==> src/fault_pkg.sv <==
// Shared constants and carriers of the gate driver fault manager.
// Assumes a 100 MHz core clock; all intervals are derived from it.
package fault_pkg;

    // =====================================================================
    // Clock and interval constants
    localparam int unsigned CLK_MHZ       = 100;
    localparam int unsigned REPORT_US     = 56;
    localparam int unsigned REPORT_CYC    = REPORT_US * CLK_MHZ;
    localparam int unsigned DEAD_MIN_NS   = 40;
    localparam int unsigned DEAD_STEP_NS  = 40;
    localparam int unsigned BLANK_NS [4]  = '{500, 1000, 2000, 4000};
    localparam int unsigned FILT_NS  [4]  = '{250, 500, 1000, 2000};
    localparam int unsigned DRIVE_NS [4]  = '{250, 500, 1000, 2000};

    // Least time in ns to whole cycles, rounded up, never below one
    function automatic logic [15:0] ns2cyc(input int unsigned ns);
        int unsigned c;
        c = (ns * CLK_MHZ + 999) / 1000;
        if (c < 1) begin
            c = 1;
        end
        return 16'(c);
    endfunction

    localparam logic [15:0] DEAD_MIN_CYC  = ns2cyc(DEAD_MIN_NS);
    localparam logic [15:0] DEAD_STEP_CYC = ns2cyc(DEAD_STEP_NS);
    localparam logic [15:0] BLANK_CYC [4] = '{ns2cyc(BLANK_NS[0]), ns2cyc(BLANK_NS[1]),
                                              ns2cyc(BLANK_NS[2]), ns2cyc(BLANK_NS[3])};
    localparam logic [15:0] FILT_CYC  [4] = '{ns2cyc(FILT_NS[0]), ns2cyc(FILT_NS[1]),
                                              ns2cyc(FILT_NS[2]), ns2cyc(FILT_NS[3])};
    localparam logic [15:0] DRIVE_CYC [4] = '{ns2cyc(DRIVE_NS[0]), ns2cyc(DRIVE_NS[1]),
                                              ns2cyc(DRIVE_NS[2]), ns2cyc(DRIVE_NS[3])};

    // =====================================================================
    // Overcurrent response encodings
    localparam logic [2:0] OC_LATCH  = 3'h0;
    localparam logic [2:0] OC_REPORT = 3'h1;
    localparam logic [2:0] OC_OFF    = 3'h2;

    // =====================================================================
    // Carriers
    typedef struct packed {
        logic [5:0] pwm_cmd;
        logic [5:0] gate_fb;
        logic [5:0] ds_trip;
        logic [2:0] src_trip;
        logic [3:0] warn;
        logic [4:0] fault;
        logic [3:0] thermal;
        logic       wd;
        logic       reg_low;
        logic       gate_enable;
    } sense_t;

    typedef struct packed {
        logic [2:0] dead_time_sel;
        logic [1:0] oc_mask_interval_sel;
        logic [1:0] oc_filter_interval_sel;
        logic [4:0] drain_source_trip_level;
        logic [2:0] oc_response_sel;
        logic [1:0] sink_drive_timer_sel;
        logic [1:0] source_drive_timer_sel;
        logic       gate_check_disable;
    } cfg_t;

    typedef struct packed {
        logic [3:0] warn;
        logic       fault_summary;
        logic [4:0] supply_fault;
        logic [5:0] ds_oc;
        logic [2:0] src_oc;
        logic [5:0] fet_gate_mismatch;
        logic       watchdog_expired_fault;
        logic       reg_fault;
        logic [3:0] thermal;
        logic       clear_faults;
    } status_t;

endpackage

==> src/gate_driver_fault_manager.sv <==
// Fault classification, warning/fault reporting, dead time, drain-source
// overcurrent timing and gate output checking for three half-bridges.
// Assumes analog comparator and pin inputs are asynchronous; cfg, the clear
// write strobe and the status read strobe come from register logic on clk.
//
// Contract
// RULE_01: Warning sets status, toggles fault line 56us.
// RULE_02: Status read stops toggling; bit follows condition.
// RULE_03: Re-toggle only after condition clears and returns.
// RULE_04: Fault holds line low, sets summary bit.
// RULE_05: Faults latch, shut driver until recovery.
// RULE_06: Fault pulls every gate output low.
// RULE_07: Fault overrides an active warning report.
// RULE_08: Host removes condition, then clears or pulses enable.
// RULE_09: Clear bit self-resets; fault line released.
// RULE_10: Thermal flags real time, never touch line.
// RULE_11: Watchdog or regulator fault also drops power good.
// RULE_12: Opposite gate waits for cutoff comparator.
// RULE_13: Dead time 40ns plus selected extension.
// RULE_14: Trip level follows setting, even while running.
// RULE_15: Blank overcurrent comparators after each turn-on.
// RULE_16: Trip must persist for the deglitch interval.
// RULE_17: Response chosen: latch, report, or disabled.
// RULE_18: Latch response: all gates low, fault latched.
// RULE_19: Report only keeps gates; disabled ignores trips.
// RULE_20: Drive timer expiry compares gate with command.
// RULE_21: Source sense trip latches fault, gates off.
// RULE_22: Each condition gets its gate/report action.
// RULE_23: Gate check disable suppresses mismatch faults.
// RULE_24: Intervals come from restartable clock counters.
`timescale 1ns/1ps

module gate_driver_fault_manager #(
    parameter int unsigned REPORT_CYC = fault_pkg::REPORT_CYC
) (
    input  wire logic              clk,
    input  wire logic              rstn,
    input  wire fault_pkg::sense_t sense_in,
    input  wire fault_pkg::cfg_t   cfg,
    input  wire logic              clear_faults_wr,
    input  wire logic              warn_status_read,
    output logic [5:0]             gate_out,
    output logic                   fault_out_n_o,
    output logic                   fault_out_n_oe,
    output logic                   power_good_out,
    output logic [4:0]             trip_level_out,
    output fault_pkg::status_t     status
);

    // =====================================================================
    // Input synchronisers
    fault_pkg::sense_t s1_q;
    fault_pkg::sense_t s_q;

    always_ff @(posedge clk or negedge rstn) begin
        if (!rstn) begin
            s1_q <= '0;
            s_q  <= '0;
        end else begin
            s1_q <= sense_in;
            s_q  <= s1_q;
        end
    end

    // =====================================================================
    // Configuration decode
    wire oc_latch  = (cfg.oc_response_sel == fault_pkg::OC_LATCH);     // RULE_17
    wire oc_report = (cfg.oc_response_sel == fault_pkg::OC_REPORT);    // RULE_17
    wire oc_off    = ~oc_latch & ~oc_report;
    wire [15:0] dead_cyc  = fault_pkg::DEAD_MIN_CYC +
                            16'(cfg.dead_time_sel) * fault_pkg::DEAD_STEP_CYC;  // RULE_13
    wire [15:0] blank_cyc = fault_pkg::BLANK_CYC[cfg.oc_mask_interval_sel];
    wire [15:0] filt_cyc  = fault_pkg::FILT_CYC[cfg.oc_filter_interval_sel];

    logic [5:0]         gate_q;
    logic [5:0]         gate_d;
    logic [5:0]         ds_evt;
    logic [5:0]         gm_evt;
    logic               fault_any_d;
    fault_pkg::status_t status_q;

    // =====================================================================
    // Per-FET gate sequencing and monitors; even index is high side
    for (genvar i = 0; i < 6; i++) begin : g_fet
        localparam int unsigned OPP = i ^ 1;
        logic [15:0] dt_q;
        logic [15:0] blank_q;
        logic [15:0] glitch_q;
        logic [15:0] drv_q;
        wire  [15:0] drv_cyc = (i % 2 == 0) ?
                               fault_pkg::DRIVE_CYC[cfg.sink_drive_timer_sel] :
                               fault_pkg::DRIVE_CYC[cfg.source_drive_timer_sel];
        wire want    = s_q.pwm_cmd[i] & ~s_q.pwm_cmd[OPP] & s_q.gate_enable;
        wire opp_off = ~s_q.gate_fb[OPP] & ~gate_q[OPP];                 // RULE_12
        wire dt_done = (dt_q >= dead_cyc);                                // RULE_13
        wire watch   = gate_q[i] & (blank_q == 16'h0000);                 // RULE_15
        wire trip    = watch & s_q.ds_trip[i];

        assign gate_d[i] = want & opp_off & dt_done & ~fault_any_d;       // RULE_06
        assign ds_evt[i] = trip & (glitch_q >= filt_cyc);                 // RULE_16
        assign gm_evt[i] = (drv_q == 16'h0001) & (s_q.gate_fb[i] != gate_q[i])
                           & ~cfg.gate_check_disable;                     // RULE_20

        always_ff @(posedge clk or negedge rstn) begin
            if (!rstn) begin
                dt_q     <= 16'h0000;
                blank_q  <= 16'h0000;
                glitch_q <= 16'h0000;
                drv_q    <= 16'h0000;
            end else begin
                dt_q     <= !(want & opp_off) ? 16'h0000 :
                            dt_done ? dt_q : dt_q + 16'h0001;             // RULE_24
                blank_q  <= (gate_d[i] & ~gate_q[i]) ? blank_cyc :
                            (blank_q != 16'h0000) ? blank_q - 16'h0001 : 16'h0000;
                glitch_q <= !trip ? 16'h0000 :
                            (glitch_q >= filt_cyc) ? glitch_q : glitch_q + 16'h0001;
                drv_q    <= (gate_d[i] != gate_q[i]) ? drv_cyc :
                            (drv_q != 16'h0000) ? drv_q - 16'h0001 : 16'h0000;
            end
        end
    end

    // =====================================================================
    // Fault latches and recovery
    logic clr_pend_q;
    wire cond_gone = ~|s_q.fault & ~|s_q.src_trip & ~|s_q.ds_trip & ~s_q.wd & ~s_q.reg_low;
    wire clr_req   = (clr_pend_q | ~s_q.gate_enable) & cond_gone;         // RULE_08
    wire keep      = ~clr_req;
    wire [5:0] ds_use = ds_evt & {6{~oc_off}};                            // RULE_19

    logic [4:0] sup_d;
    logic [2:0] src_d;
    logic [5:0] gm_d;
    logic [5:0] dsoc_d;
    logic       dsf_q;
    logic       dsf_d;
    logic       wd_d;
    logic       rg_d;

    assign sup_d  = s_q.fault | (status_q.supply_fault & {5{keep}});      // RULE_05
    assign src_d  = s_q.src_trip | (status_q.src_oc & {3{keep}});         // RULE_21
    assign gm_d   = gm_evt | (status_q.fet_gate_mismatch & {6{keep}});    // RULE_23
    assign dsoc_d = ds_use | (status_q.ds_oc & {6{keep}});                // RULE_18
    assign dsf_d  = (oc_latch & |ds_evt) | (dsf_q & keep);                // RULE_18
    assign wd_d   = s_q.wd | (status_q.watchdog_expired_fault & keep);                  // RULE_11
    assign rg_d   = s_q.reg_low | (status_q.reg_fault & keep);            // RULE_11
    assign fault_any_d = |sup_d | |src_d | |gm_d | dsf_d | wd_d | rg_d;   // RULE_22

    // =====================================================================
    // Warning report: edge armed, read disarmed, toggled at 56 us
    logic [4:0]  warn_prev_q;
    logic [4:0]  rep_q;
    logic [15:0] tog_q;
    logic        phase_q;
    wire  [4:0]  warn_src  = {oc_report & |ds_evt, s_q.warn};             // RULE_19
    wire  [4:0]  warn_rise = warn_src & ~warn_prev_q;                     // RULE_03
    wire  [4:0]  rep_d     = warn_rise | (rep_q & {5{~warn_status_read}}); // RULE_02
    wire         warn_on   = |rep_q & ~fault_any_d;                        // RULE_07
    wire         tog_end   = (tog_q == 16'(REPORT_CYC - 1));
    wire         line_low  = fault_any_d | (warn_on & ~phase_q);           // RULE_04

    // =====================================================================
    // Power good: 56 us minimum low on watchdog or regulator fault
    logic        wd_prev_q;
    logic        rg_prev_q;
    logic [15:0] pg_q;
    wire         pg_start = (s_q.wd & ~wd_prev_q) | (s_q.reg_low & ~rg_prev_q);
    wire  [15:0] pg_d     = pg_start ? 16'(REPORT_CYC) :
                            (pg_q != 16'h0000) ? pg_q - 16'h0001 : 16'h0000;   // RULE_24

    fault_pkg::status_t status_d;
    always_comb begin
        status_d                   = '0;
        status_d.warn              = s_q.warn;                            // RULE_02
        status_d.fault_summary     = fault_any_d;                         // RULE_04
        status_d.supply_fault      = sup_d;
        status_d.ds_oc             = dsoc_d;
        status_d.src_oc            = src_d;
        status_d.fet_gate_mismatch = gm_d;
        status_d.watchdog_expired_fault          = wd_d;
        status_d.reg_fault         = rg_d;
        status_d.thermal           = s_q.thermal;                         // RULE_10
        status_d.clear_faults      = clear_faults_wr | (clr_pend_q & ~clr_req);  // RULE_09
    end

    always_ff @(posedge clk or negedge rstn) begin
        if (!rstn) begin
            gate_q         <= 6'h00;
            dsf_q          <= 1'b0;
            clr_pend_q     <= 1'b0;
            status_q       <= '0;
            warn_prev_q    <= 5'h00;
            rep_q          <= 5'h00;
            tog_q          <= 16'h0000;
            phase_q        <= 1'b0;
            fault_out_n_oe <= 1'b0;
            fault_out_n_o  <= 1'b0;
            wd_prev_q      <= 1'b0;
            rg_prev_q      <= 1'b0;
            pg_q           <= 16'h0000;
            power_good_out <= 1'b1;
            trip_level_out <= 5'h00;
        end else begin
            gate_q         <= gate_d;
            dsf_q          <= dsf_d;
            clr_pend_q     <= status_d.clear_faults;                      // RULE_09
            status_q       <= status_d;
            warn_prev_q    <= warn_src;
            rep_q          <= rep_d;
            tog_q          <= (!warn_on || tog_end) ? 16'h0000 : tog_q + 16'h0001;  // RULE_01
            phase_q        <= warn_on & (phase_q ^ tog_end);              // RULE_01
            fault_out_n_oe <= line_low;                                   // RULE_04
            fault_out_n_o  <= 1'b0;
            wd_prev_q      <= s_q.wd;
            rg_prev_q      <= s_q.reg_low;
            pg_q           <= pg_d;
            power_good_out <= (pg_d == 16'h0000) & ~s_q.reg_low;          // RULE_11
            trip_level_out <= cfg.drain_source_trip_level;                // RULE_14
        end
    end

    assign gate_out = gate_q;
    assign status   = status_q;

    // =====================================================================
    // Checks
    AST_WARN_TOGGLE: assert property (@(posedge clk) disable iff (!rstn)  // RULE_01
        (warn_on && tog_end && !fault_any_d && $stable(rep_q))
        |=> (fault_out_n_oe == !$past(phase_q)))
        else $error("warning report did not change phase at interval end");

    AST_READ_DISARMS: assert property (@(posedge clk) disable iff (!rstn)  // RULE_02
        (warn_status_read && warn_rise == 5'h00) |=> (rep_q == 5'h00))
        else $error("status read did not stop the warning report");

    AST_NO_REARM: assert property (@(posedge clk) disable iff (!rstn)  // RULE_03
        ##1 ((rep_q & ~$past(rep_q)) & ~$past(warn_rise)) == 5'h00)
        else $error("warning report armed without a new condition edge");

    AST_FAULT_LINE: assert property (@(posedge clk) disable iff (!rstn)  // RULE_04
        status_q.fault_summary |-> (fault_out_n_oe && gate_q == 6'h00))
        else $error("fault present but line released or gates driven");

    AST_CLEAR_SELF: assert property (@(posedge clk) disable iff (!rstn)  // RULE_09
        (clr_req && !clear_faults_wr && !fault_any_d)
        |=> (!status_q.clear_faults ##1
             (!fault_out_n_oe || $past(warn_on) || $past(fault_any_d))))
        else $error("clear bit or fault line not released after recovery");

    AST_PG_LOW: assert property (@(posedge clk) disable iff (!rstn)  // RULE_11
        (s_q.wd && !wd_prev_q) |=> !power_good_out [*8])
        else $error("power good not held low after watchdog fault");

    AST_DEAD_TIME: assert property (@(posedge clk) disable iff (!rstn)  // RULE_13
        $rose(gate_q[0]) |-> ($past(~gate_q[1] & ~s_q.gate_fb[1], 2) &&
                              $past(~gate_q[1] & ~s_q.gate_fb[1], 5)))
        else $error("high side enabled before low side cutoff and dead time");

    AST_BLANKING: assert property (@(posedge clk) disable iff (!rstn)  // RULE_15
        $rose(gate_q[0]) |-> (ds_evt[0] == 1'b0) [*8])
        else $error("overcurrent seen inside the blanking interval");

    AST_DEGLITCH: assert property (@(posedge clk) disable iff (!rstn)  // RULE_16
        ds_evt[0] |-> ($past(s_q.ds_trip[0]) && $past(s_q.ds_trip[0], 8)))
        else $error("overcurrent event from a trip shorter than the filter");

    AST_OC_DISABLED: assert property (@(posedge clk) disable iff (!rstn)  // RULE_19
        oc_off |=> ((status_q.ds_oc & ~$past(status_q.ds_oc)) == 6'h00))
        else $error("overcurrent reported while response is disabled");

    AST_SRC_TRIP: assert property (@(posedge clk) disable iff (!rstn)  // RULE_21
        (s_q.src_trip != 3'h0) |=> (status_q.fault_summary && gate_q == 6'h00))
        else $error("source sense trip did not latch a fault");

endmodule

==> config.mk <==
export PLATFORM = sky130hd
export DESIGN_NAME = gate_driver_fault_manager
export DESIGN_NICKNAME = d
export VERILOG_FILES = /design/src/fault_pkg.sv /design/src/gate_driver_fault_manager.sv
export SDC_FILE = /design/constraint.sdc
export NUM_CORES = 1
export LEC_CHECK = 0
export BUFFER_PORTS_ARGS = -buffer_cell sky130_fd_sc_hd__buf_2
export CORE_ASPECT_RATIO = 1.4
export CORE_UTILIZATION = 60
export CTS_CLUSTER_DIAMETER = 60
export DETAILED_ROUTE_END_ITERATION = 10
export GPL_ROUTABILITY_DRIVEN = 0
export MAX_ROUTING_LAYER = met4
export PLACE_DENSITY = 0.9
export SLEW_MARGIN = 20
export SYNTH_ARGS = -nofsm -noshare
export SYNTH_HDL_FRONTEND = slang
export SYNTH_SLANG_ARGS = --single-unit
export TNS_END_PERCENT = 20
==> constraint.sdc <==
create_clock -name clk -period 5.3 [get_ports clk]
set_clock_uncertainty 0.1 [all_clocks]
set_input_delay 0.795 -clock clk [delete_from_list [all_inputs] [get_ports clk]]
set_output_delay 0.795 -clock clk [all_outputs]
set_load 0.02 [all_outputs]
# After elaboration in Yosys (flattened, before gate mapping)
# Index checks and enable logic that the tools add are counted.
[totals]
regBits = 549
out_inout_bits = 46
wordCells = 389
[classes]
add_sub_neg = 27
magnitude_cmp = 16
eq_ne = 32
muxes = 63
n_bitwise = 151
reduce_logical = 34
[ops]
columns = ["operator", "n"]
rows = [
  ["16-bit 2-to-1 mux", 59],
  ["16-bit by 1-bit adder with 16-bit output (second input constant)", 13],
  ["16-bit nonzero test", 13],
  ["16-bit by 1-bit subtractor with 16-bit output (second input constant)", 13],
  ["16-bit binary-select mux with 2-bit select", 4],
  ["16-bit zero test", 7],
  ["16-bit by 1-bit equality test with 1-bit output (second input constant)", 6],
  ["16-bit >= comparator", 6],
  ["16-bit by 6-bit >= comparator with 1-bit output", 6],
  ["1-bit AND", 90],
  ["1-bit inverter", 31],
  ["2-bit inequality test (second input constant)", 12],
  ["6-bit AND", 3],
  ["6-bit OR reduction", 3],
  ["16-bit by 13-bit equality test with 1-bit output (second input constant)", 1],
  ["5-bit AND", 3],
  ["5-bit OR reduction", 3],
  ["3-bit >= comparator (second input constant)", 4],
  ["1-bit inequality test", 12],
  ["2-bit inverter with 3-bit output", 4],
  ["1-bit bitwise OR", 12],
  ["6-bit bitwise OR", 2],
  ["5-bit bitwise OR", 2],
  ["3-bit by 5-bit adder with 6-bit output (first input constant)", 1],
  ["9 further kinds", 13],
]

# Depth between registers and ports, before layout
# Gate-level depths: netlist of the first run.
[depth]
word_depth = 21
ltp_mapped = 17
depth_no_buf = 14

# Worst setup path after synthesis of the first run
# Ideal clock, no wire load.
[synth_path]
kind = "input -> register"
from = "input cfg[14] (netlist name)"
to = "register g_fet[2].drv_q[7]"
t_arrival_ns = 4.733
required_ns = 5.059
setup_slack_ns = 0.326
path_stages = 16
path_buffers = 3
cell_sequence = "inv_1 -> ha_1 -> inv_1 -> ha_1 -> a22o_1 -> o41ai_1 -> a21oi_4 -> nor4_2 -> a31oi_4 -> buf_6 -> nor4_1 -> ha_1 -> clkbuf_1 -> o21ai_1 -> clkbuf_1 -> o22ai_1"
[synth_between]
elab_chain_len = 16
[synth_lines]
columns = ["element", "line_no", "rtl"]
rows = [
  ["start: declaration", "gate_driver_fault_manager.sv:39", "input wire fault_pkg::cfg_t cfg,"],
  ["2-bit inverter with 3-bit output (implied by the code) (*)", "gate_driver_fault_manager.sv:73", "wire [15:0] filt_cyc = fault_pkg::FILT_CYC[cfg.oc_filter_interval_sel];"],
  ["16-bit binary-select mux with 2-bit select (*)", "gate_driver_fault_manager.sv:73", ""],
  ["16-bit 2-to-1 mux (implied by the code) (*) (2 in a row)", "gate_driver_fault_manager.sv:73", ""],
  ["16-bit >= comparator", "gate_driver_fault_manager.sv:100", "assign ds_evt[i] = trip & (glitch_q >= filt_cyc);"],
  ["1-bit AND", "gate_driver_fault_manager.sv:100", ""],
  ["6-bit OR reduction (*)", "gate_driver_fault_manager.sv:144", "assign dsf_d = (oc_latch & |ds_evt) | (dsf_q & keep);"],
  ["1-bit AND (*)", "gate_driver_fault_manager.sv:144", ""],
  ["1-bit bitwise OR (*)", "gate_driver_fault_manager.sv:144", ""],
  ["net dsf_d", "gate_driver_fault_manager.sv:136", "logic dsf_d;"],
  ["1-bit bitwise OR (*) (3 in a row)", "gate_driver_fault_manager.sv:147", "assign fault_any_d = |sup_d | |src_d | |gm_d | dsf_d | wd_d | rg_d;"],
  ["1-bit inverter (*)", "gate_driver_fault_manager.sv:99", "assign gate_d[i] = want & opp_off & dt_done & ~fault_any_d;"],
  ["1-bit AND (*)", "gate_driver_fault_manager.sv:99", ""],
  ["net gate_d[2]", "gate_driver_fault_manager.sv:76", "logic [5:0] gate_d;"],
  ["1-bit inequality test (*)", "gate_driver_fault_manager.sv:117", "drv_q <= (gate_d[i] != gate_q[i]) ? drv_cyc :"],
  ["16-bit 2-to-1 mux (*)", "gate_driver_fault_manager.sv:117", ""],
  ["end signal: assignment", "gate_driver_fault_manager.sv:117", ""],
  ["end: declaration", "gate_driver_fault_manager.sv:89", "logic [15:0] drv_q;"],
]
# Mark *: on every way through the listed nets, which the timed path passes. The rest lies on a longest branch. The select of a mux whose other input is x is not followed.
# A chain may end at the register's enable or synchronous reset.

# Worst setup path after layout of the first run
[layout_path]
from = "input cfg[14] (netlist name)"
to = "register g_fet[3].drv_q[14]"
[layout_between]
elab_chain_len = 16
[layout_lines]
columns = ["element", "line_no"]
rows = [
  ["2-bit inverter with 3-bit output (implied by the code) (*)", "gate_driver_fault_manager.sv:73"],
  ["16-bit binary-select mux with 2-bit select (*)", "gate_driver_fault_manager.sv:73"],
  ["16-bit 2-to-1 mux (implied by the code) (*) (2 in a row)", "gate_driver_fault_manager.sv:73"],
  ["16-bit >= comparator", "gate_driver_fault_manager.sv:100"],
  ["1-bit AND", "gate_driver_fault_manager.sv:100"],
  ["6-bit OR reduction (*)", "gate_driver_fault_manager.sv:144"],
  ["1-bit AND (*)", "gate_driver_fault_manager.sv:144"],
  ["1-bit bitwise OR (*)", "gate_driver_fault_manager.sv:144"],
  ["1-bit bitwise OR (*) (3 in a row)", "gate_driver_fault_manager.sv:147"],
  ["1-bit inverter (*)", "gate_driver_fault_manager.sv:99"],
  ["1-bit AND (*)", "gate_driver_fault_manager.sv:99"],
  ["net gate_d[3]", "gate_driver_fault_manager.sv:76"],
  ["1-bit inequality test (*)", "gate_driver_fault_manager.sv:117"],
  ["16-bit 2-to-1 mux (*)", "gate_driver_fault_manager.sv:117"],
  ["end signal: assignment", "gate_driver_fault_manager.sv:117"],
  ["end: declaration", "gate_driver_fault_manager.sv:89"],
]
# Marks and branches as above.

==> results of run 1 <==
==> routing by layer <==
layer | vias up | GRT usage (%)
li1 | 8438 | -
met1 | 9193 | 32.54
met2 | 575 | 47.76
met3 | 196 | 3.872
met4 | 0 | 13.89
met5 | - | -
==> worst register-to-register path: stages, from the launching register on <==
cell,delay (ns)
dfrtp_1,0.43
or4_1,0.61
or3_1,0.40
or3_1,0.61
a21oi_1,0.38
nor4_2,0.13
a31oi_4,0.37
nor4_1,0.15
buf_4,0.19
ha_1,0.50
nand2_1,0.37
o22ai_1,0.23
==> power by group <==
group	internal [µW]	total [µW]	switching [µW]
logic	595	1360	768
clock network	2450	4060	1610
registers	4590	5050	458
==> state kept, by name (all words and copies together), names as in the netlist, 6 cells and up <==
name and flops:
tog_q 16, gate_out 6, g_fet.dt_q 96, g_fet.glitch_q 96, pg_q 16, s1_q 37
g_fet.drv_q 96, s_q 37, g_fet.blank_q 96, status 28
==> how the worst max path moves through the flow <==
stage	to	slack [ns]	cells past startpoint
floorplan	g_fet[2].drv_q[7]	0.33	16
global placement	g_fet[3].drv_q[10]	0.06	15
detailed placement	g_fet[1].drv_q[0]	-0.10	14
CTS	g_fet[1].drv_q[3]	0.48	14
global route	g_fet[3].drv_q[9]	0.03	16
finish	g_fet[3].drv_q[14]	0.34	15
==> layout by cell type (no fill, tap or decap), drive strengths merged, types with 16 or more instances in the layout <==
cell type  netlist  layout
nand2          151     151
nand3           49      49
nor2           295     295
nand2b          23      23
and2            87      87
nor4            97      97
or4             19      19
dfrtp          544     544
o31ai           44      44
clkbuf          49      67
nand4           35      35
inv            108     110
ha             145     145
and3            36      36
xor2           111     111
xnor2          129     129
o22ai           40      40
a21oi           46      46
or3             23      23
nor3            90      90
buf             12     134
a22o            16      16
a21o            33      33
o21ai           30      30
==> final cells by class <==
type,instances,area [µm²]
Clock inverter,25,424.2
Inverter,108,405.4
Fill cell,2809,12970
Timing Repair Buffer,134,790.8
Multi-Input combinational cell,1642,10910
Tap cell,540,675.6
Sequential cell,545,13640
Clock buffer,67,1469
==> metrics by stage <==
step	total power (µW)	utilization (%)	cell area [µm²]	hold WS [ns]	cells
global placement	6293	64.00	26430	0.2320	2969
CTS	10520	68.58	28320	0.1819	3061
floorplan	5949	-	25230	0.2312	2356
detailed placement	6436	64.00	26430	0.2347	2969
finish	10480	68.58	28320	0.1559	3061
global route	10910	68.58	28320	0.1831	3061
==> cell families after synthesis <==
| group | count (synthesis) |
|---|---|
| adders and majority gates | 145 |
| other | 1 |
| DFF | 545 |
| muxes | 7 |
| xor gates and xnor gates | 240 |
| buffers and inverters | 169 |
| AOI/OAI and AO/OA | 281 |
| and+or+nand+nor | 968 |
==> metrics.txt, run 1 <==
CTS tree=done; Worst Tran Pin Value=0.9814 ns; Clock transition at path regs=0.06 ns; Via Count=18400; top area cells in the synthesized netlist=dfrtp_1 54%, ha_1 7.2%, xnor2_1 4.5%; mux contribution to synthesized area=0.2778%; Cell Area, Synth=25230 µm²; minimum clock period=4.961 ns; slowest stage cell, crit path=nor4_1; drt via density=6.012; via count of the first global-routing pass=19370; fmax=201.6 MHz; maximum clock insertion buffer count=3; die height=244.6 µm; Antenna Cells=0; die width=175.3 µm; TritonCTS Buffers=51; Ports=107; max-cap violations=0; Final WS setup=0.3390 ns; FP Rows=88; Initial Utilization=61.10%; Fin. Hold Viols=0; H-tree levels=2; port bufs=105; run status=finished clean; M1 WL=22080 µm; Async SR Flop Fraction=100.0%; fraction of layout cells with a size suffix above 1=10.35%; Yosys cell types=69; crit-path cells=buf_2, inv_1, ha_1, inv_1, ha_1, a22o_1, o41ai_1, a21oi_1, nor4_2, a31oi_4, nor4_1, ha_1, o21ai_1, buf_4, nor2_1; Routed wire per std cell=18.41 µm; P per Cell Area=370.0 nW/µm²; CP Max Fanout=10; main combinational cell family by area after synthesis=simple AND/OR/NAND/NOR gates; CP top delay family=compound AO/OA/AOI/OAI gates; fin. max-slew vios=0; met3 routed WL=2728 µm; most used cell, CP=ha_1; Seq cells post-synth=545; final layout net count=2688; Crit path arrival time=5.34 ns; uppermost layer routed=met4; drt initial violations=1213; Peak supply drop=0.3199 mV; HP Class=in2async; Synth Flop Type=dfrtp_1; pre-CTS setup slack=-0.1037 ns; GRT Util Overall=28.04%; XOR/XNOR share of the synthesized area=8.333%; largest net degree at the start of global routing=133; DRT Wirelength=56360 µm; Synth Area in Simple Gates=19.65%; core area=41290 µm²; worst reg2reg path endpoint=g_fet[4].drv_q[1]; CP Launch Type=input port; CP endpoint kind=flop; clock latency on the worst-skew pair=0.60 ns; adder-cell share of the synthesized area=7.192%; setup slack, reg-to-reg=0.75 ns; Largest stage delay, worst path=0.56 ns; Fin Setup TNS=0 ns; top-count cell post-synth=dfrtp_1; Synthesis Warnings=0; Critical path buffers and inverters=4; kind of critical path=in2reg; Setup crit start=cfg[14]; global-route wire length before repair=94740 µm; Leak=0.01244 µW; die area=42880 µm²; Synth top cells by count=544 x dfrtp_1, 295 x nor2_1, 151 x nand2_1; Setup Viol. Count Final=0; period utilization=93.60%; initial antenna violation count=0; Post-Synthesis Cells=2356; Reg2Reg Depth=11; share of the yosys chip area belonging to registers=54.07%; syn_nets=2562; clk sinks=545; Residual DRC=0; Post-Syn Area per Cell=10.71 µm²; cts repair resizes=0; Synth top area share=53.96%; DRT Pass-1 Iters=5; Setup Buffers After CTS=0; number of synthesized flops with an enable pin=0; HPWL after DPL=38800 µm; P&R area growth vs syn=12.26%; reg2reg start=g_fet[3].blank_q[10]; leading area contributor after synthesis=dfrtp_1; grt total ovfl=0; RSZ-0062 raised after global routing=no; Detail Route Antenna Nets=0; root buffer cell=clkbuf_16; Relative slew margins=33.97%; CP required=5.68 ns; post-synthesis compound-gate area fraction=7.797%; WL met2=28880 µm; CTS Hold Bufs=0
Note: power is estimated with default switching activity, not from simulation.
==> run 2: changes to the inputs <==
--- a/config.mk
+++ b/config.mk
@@ -10,8 +10,6 @@
 export CORE_UTILIZATION = 60
 export CTS_CLUSTER_DIAMETER = 60
 export DETAILED_ROUTE_END_ITERATION = 10
-export GPL_ROUTABILITY_DRIVEN = 0
-export MAX_ROUTING_LAYER = met4
 export PLACE_DENSITY = 0.9
 export SLEW_MARGIN = 20
 export SYNTH_ARGS = -nofsm -noshare
==> run 2 against run 1 <==
Sequential share of layout area barely moved. Clock-buffer cell count did not move. Critical path depth fell by 1. Largest power group unchanged. Sequential power barely moved. Non-clock buffer count did not move. Largest cell class unchanged. Via count rose by 0.15%. Utilization barely moved. Global-route usage fell by 0.84 points.
==> metrics.txt, run 2 (synthesis gave the netlist of run 1 again) <==
Routed wire per std cell=18.40 µm; Leak=0.01244 µW; Gate power share=13.0%; Sw Share=27.14%; largest net degree at the start of global routing=133; TritonCTS Buffers=51; GPL Wtd Cong=0.8842; CP Max Fanout=14; CP Launch Type=input port; run status=finished clean; period utilization=93.02%; Initial Utilization=61.10%; port bufs=105; die area=42880 µm²; grt total ovfl=0; Via Count=18430; Int Pwr=7640 µW; most used cell, CP=ha_1; clock latency on the worst-skew pair=0.60 ns; die width=175.3 µm; Crit path arrival time=5.28 ns; worst hold slack=0.1591 ns; fmax=202.8 MHz; via count of the first global-routing pass=19390; area of the multi-input gates=10910 µm²; Largest stage delay, worst path=0.54 ns; Seq pwr share=48.2%; die height=244.6 µm; final core occ=68.59%; clock share of power=38.8%; RSZ-0062 raised after global routing=no; Clock transition at path regs=0.07 ns; root buffer cell=clkbuf_16; Ports=107; Sequential Area=13640 µm²; P per Cell Area=370.3 nW/µm²; FP Rows=88; H-tree levels=2; core area=41290 µm²; slowest stage cell, crit path=nor4_1; commonest non-fill, non-tap cell in the layout=dfrtp_1; cts repair resizes=0; final layout net count=2688; DRT Pass-1 Iters=6; Setup Viol. Count Final=0; fraction of layout cells with a size suffix above 1=10.35%; Residual DRC=0; most frequent cells in the layout=544 x dfrtp_1, 295 x nor2_1, 151 x nand2_1; Sw Pwr=2846 µW; fin. max-slew vios=0; GRT Util Overall=27.20%; Setup Buffers After CTS=0; HP Class=in2async; Fin. Hold Viols=0; global-route wire length before repair=94730 µm; drt initial violations=1201; CP endpoint kind=flop; Detail Route Antenna Nets=0; initial antenna violation count=0; P&R area growth vs syn=12.27%; Worst Tran Pin Value=0.9755 ns; kind of critical path=in2reg; CP required=5.65 ns; crit-path cells=buf_2, inv_1, ha_1, inv_1, ha_1, a22o_1, o41ai_1, a21oi_1, nor4_2, a31oi_4, nor4_1, ha_1, nand2_1, o22ai_1; clk sinks=545; HPWL after DPL=38800 µm; DRT Wirelength=56350 µm; Peak supply drop=0.3194 mV; max-cap violations=0; Relative slew margins=34.37%; Filler Cell Count=2808; drt via density=6.019; maximum clock insertion buffer count=3; minimum clock period=4.930 ns; Fin Setup TNS=0 ns; CTS Hold Bufs=0; CTS tree=done
run 2: final cells by class:
class                   count  area share, %
inverters                 108          1.431
well taps                 540          2.386
multi-input cells        1642          38.54
repair buffers            134          2.792
clock inverters            25          1.498
flip-flops and latches    545          48.16
clock buffers              67          5.187
diodes                      1       0.008836
run 2: through the flow:
| stage | cell area (µm²) | worst slack (ns) | power (µW) | instances |
|---|---|---|---|---|
| 2_1_floorplan | 25230 | 0.3264 | 5949 | 2356 |
| 3_3_place_gp | 26430 | 0.05935 | 6293 | 2969 |
| 3_5_place_dp | 26430 | -0.1037 | 6436 | 2969 |
| 4_1_cts | 28320 | 0.4802 | 10520 | 3061 |
| 5_1_grt | 28320 | 0.03073 | 10910 | 3061 |
| 6_report | 28320 | 0.3699 | 10490 | 3062 |
run 2: metal layers:
metal | vias up | share of wire (%) | GRT usage [%]
met1 | 9189 | 39 | 32.33
met2 | 595 | 51 | 47.62
met3 | 196 | 5.1 | 4.136
met4 | 0 | 4.9 | 14.22
met5 | - | 0 | 0
li1 | 8450 | - | -
run 2: power by group through the flow:
stage / sequential [µW] / clock [µW] / combinational, µW
global placement: 5050 / 0 / 1240
finish: 5050 / 4070 / 1370
floorplan: 5010 / 0 / 938
detailed placement: 5100 / 0 / 1340
global route: 5100 / 4280 / 1530
CTS: 5040 / 4120 / 1360
run 2: worst paths after layout:
path / start / end / slack [ns] / cells past startpoint
worst max register to register: g_fet[3].blank_q[10] / g_fet[4].drv_q[1] / 0.73 / 11
min in group clk: sense_in[32] / s1_q[32] / 0.20 / 1
worst max-delay path: cfg[14] / g_fet[1].drv_q[3] / 0.37 / 14
worst min register to register: s1_q[24] / s_q[24] / 0.25 / 0
max in group asynchronous: rstn / g_fet[1].dt_q[0] / 3.67 / 2
worst min-delay path: rstn / g_fet[4].glitch_q[6] / 0.16 / 1
run 2: critical path, delay by kind of cell:
kind	cells	cell delay (ns)
adder cells (fa/ha/maj)	3	1.07
buffers and inverters	3	0.55
AO/OA/AOI/OAI	5	1.36
AND/OR/NAND/NOR	3	1.46
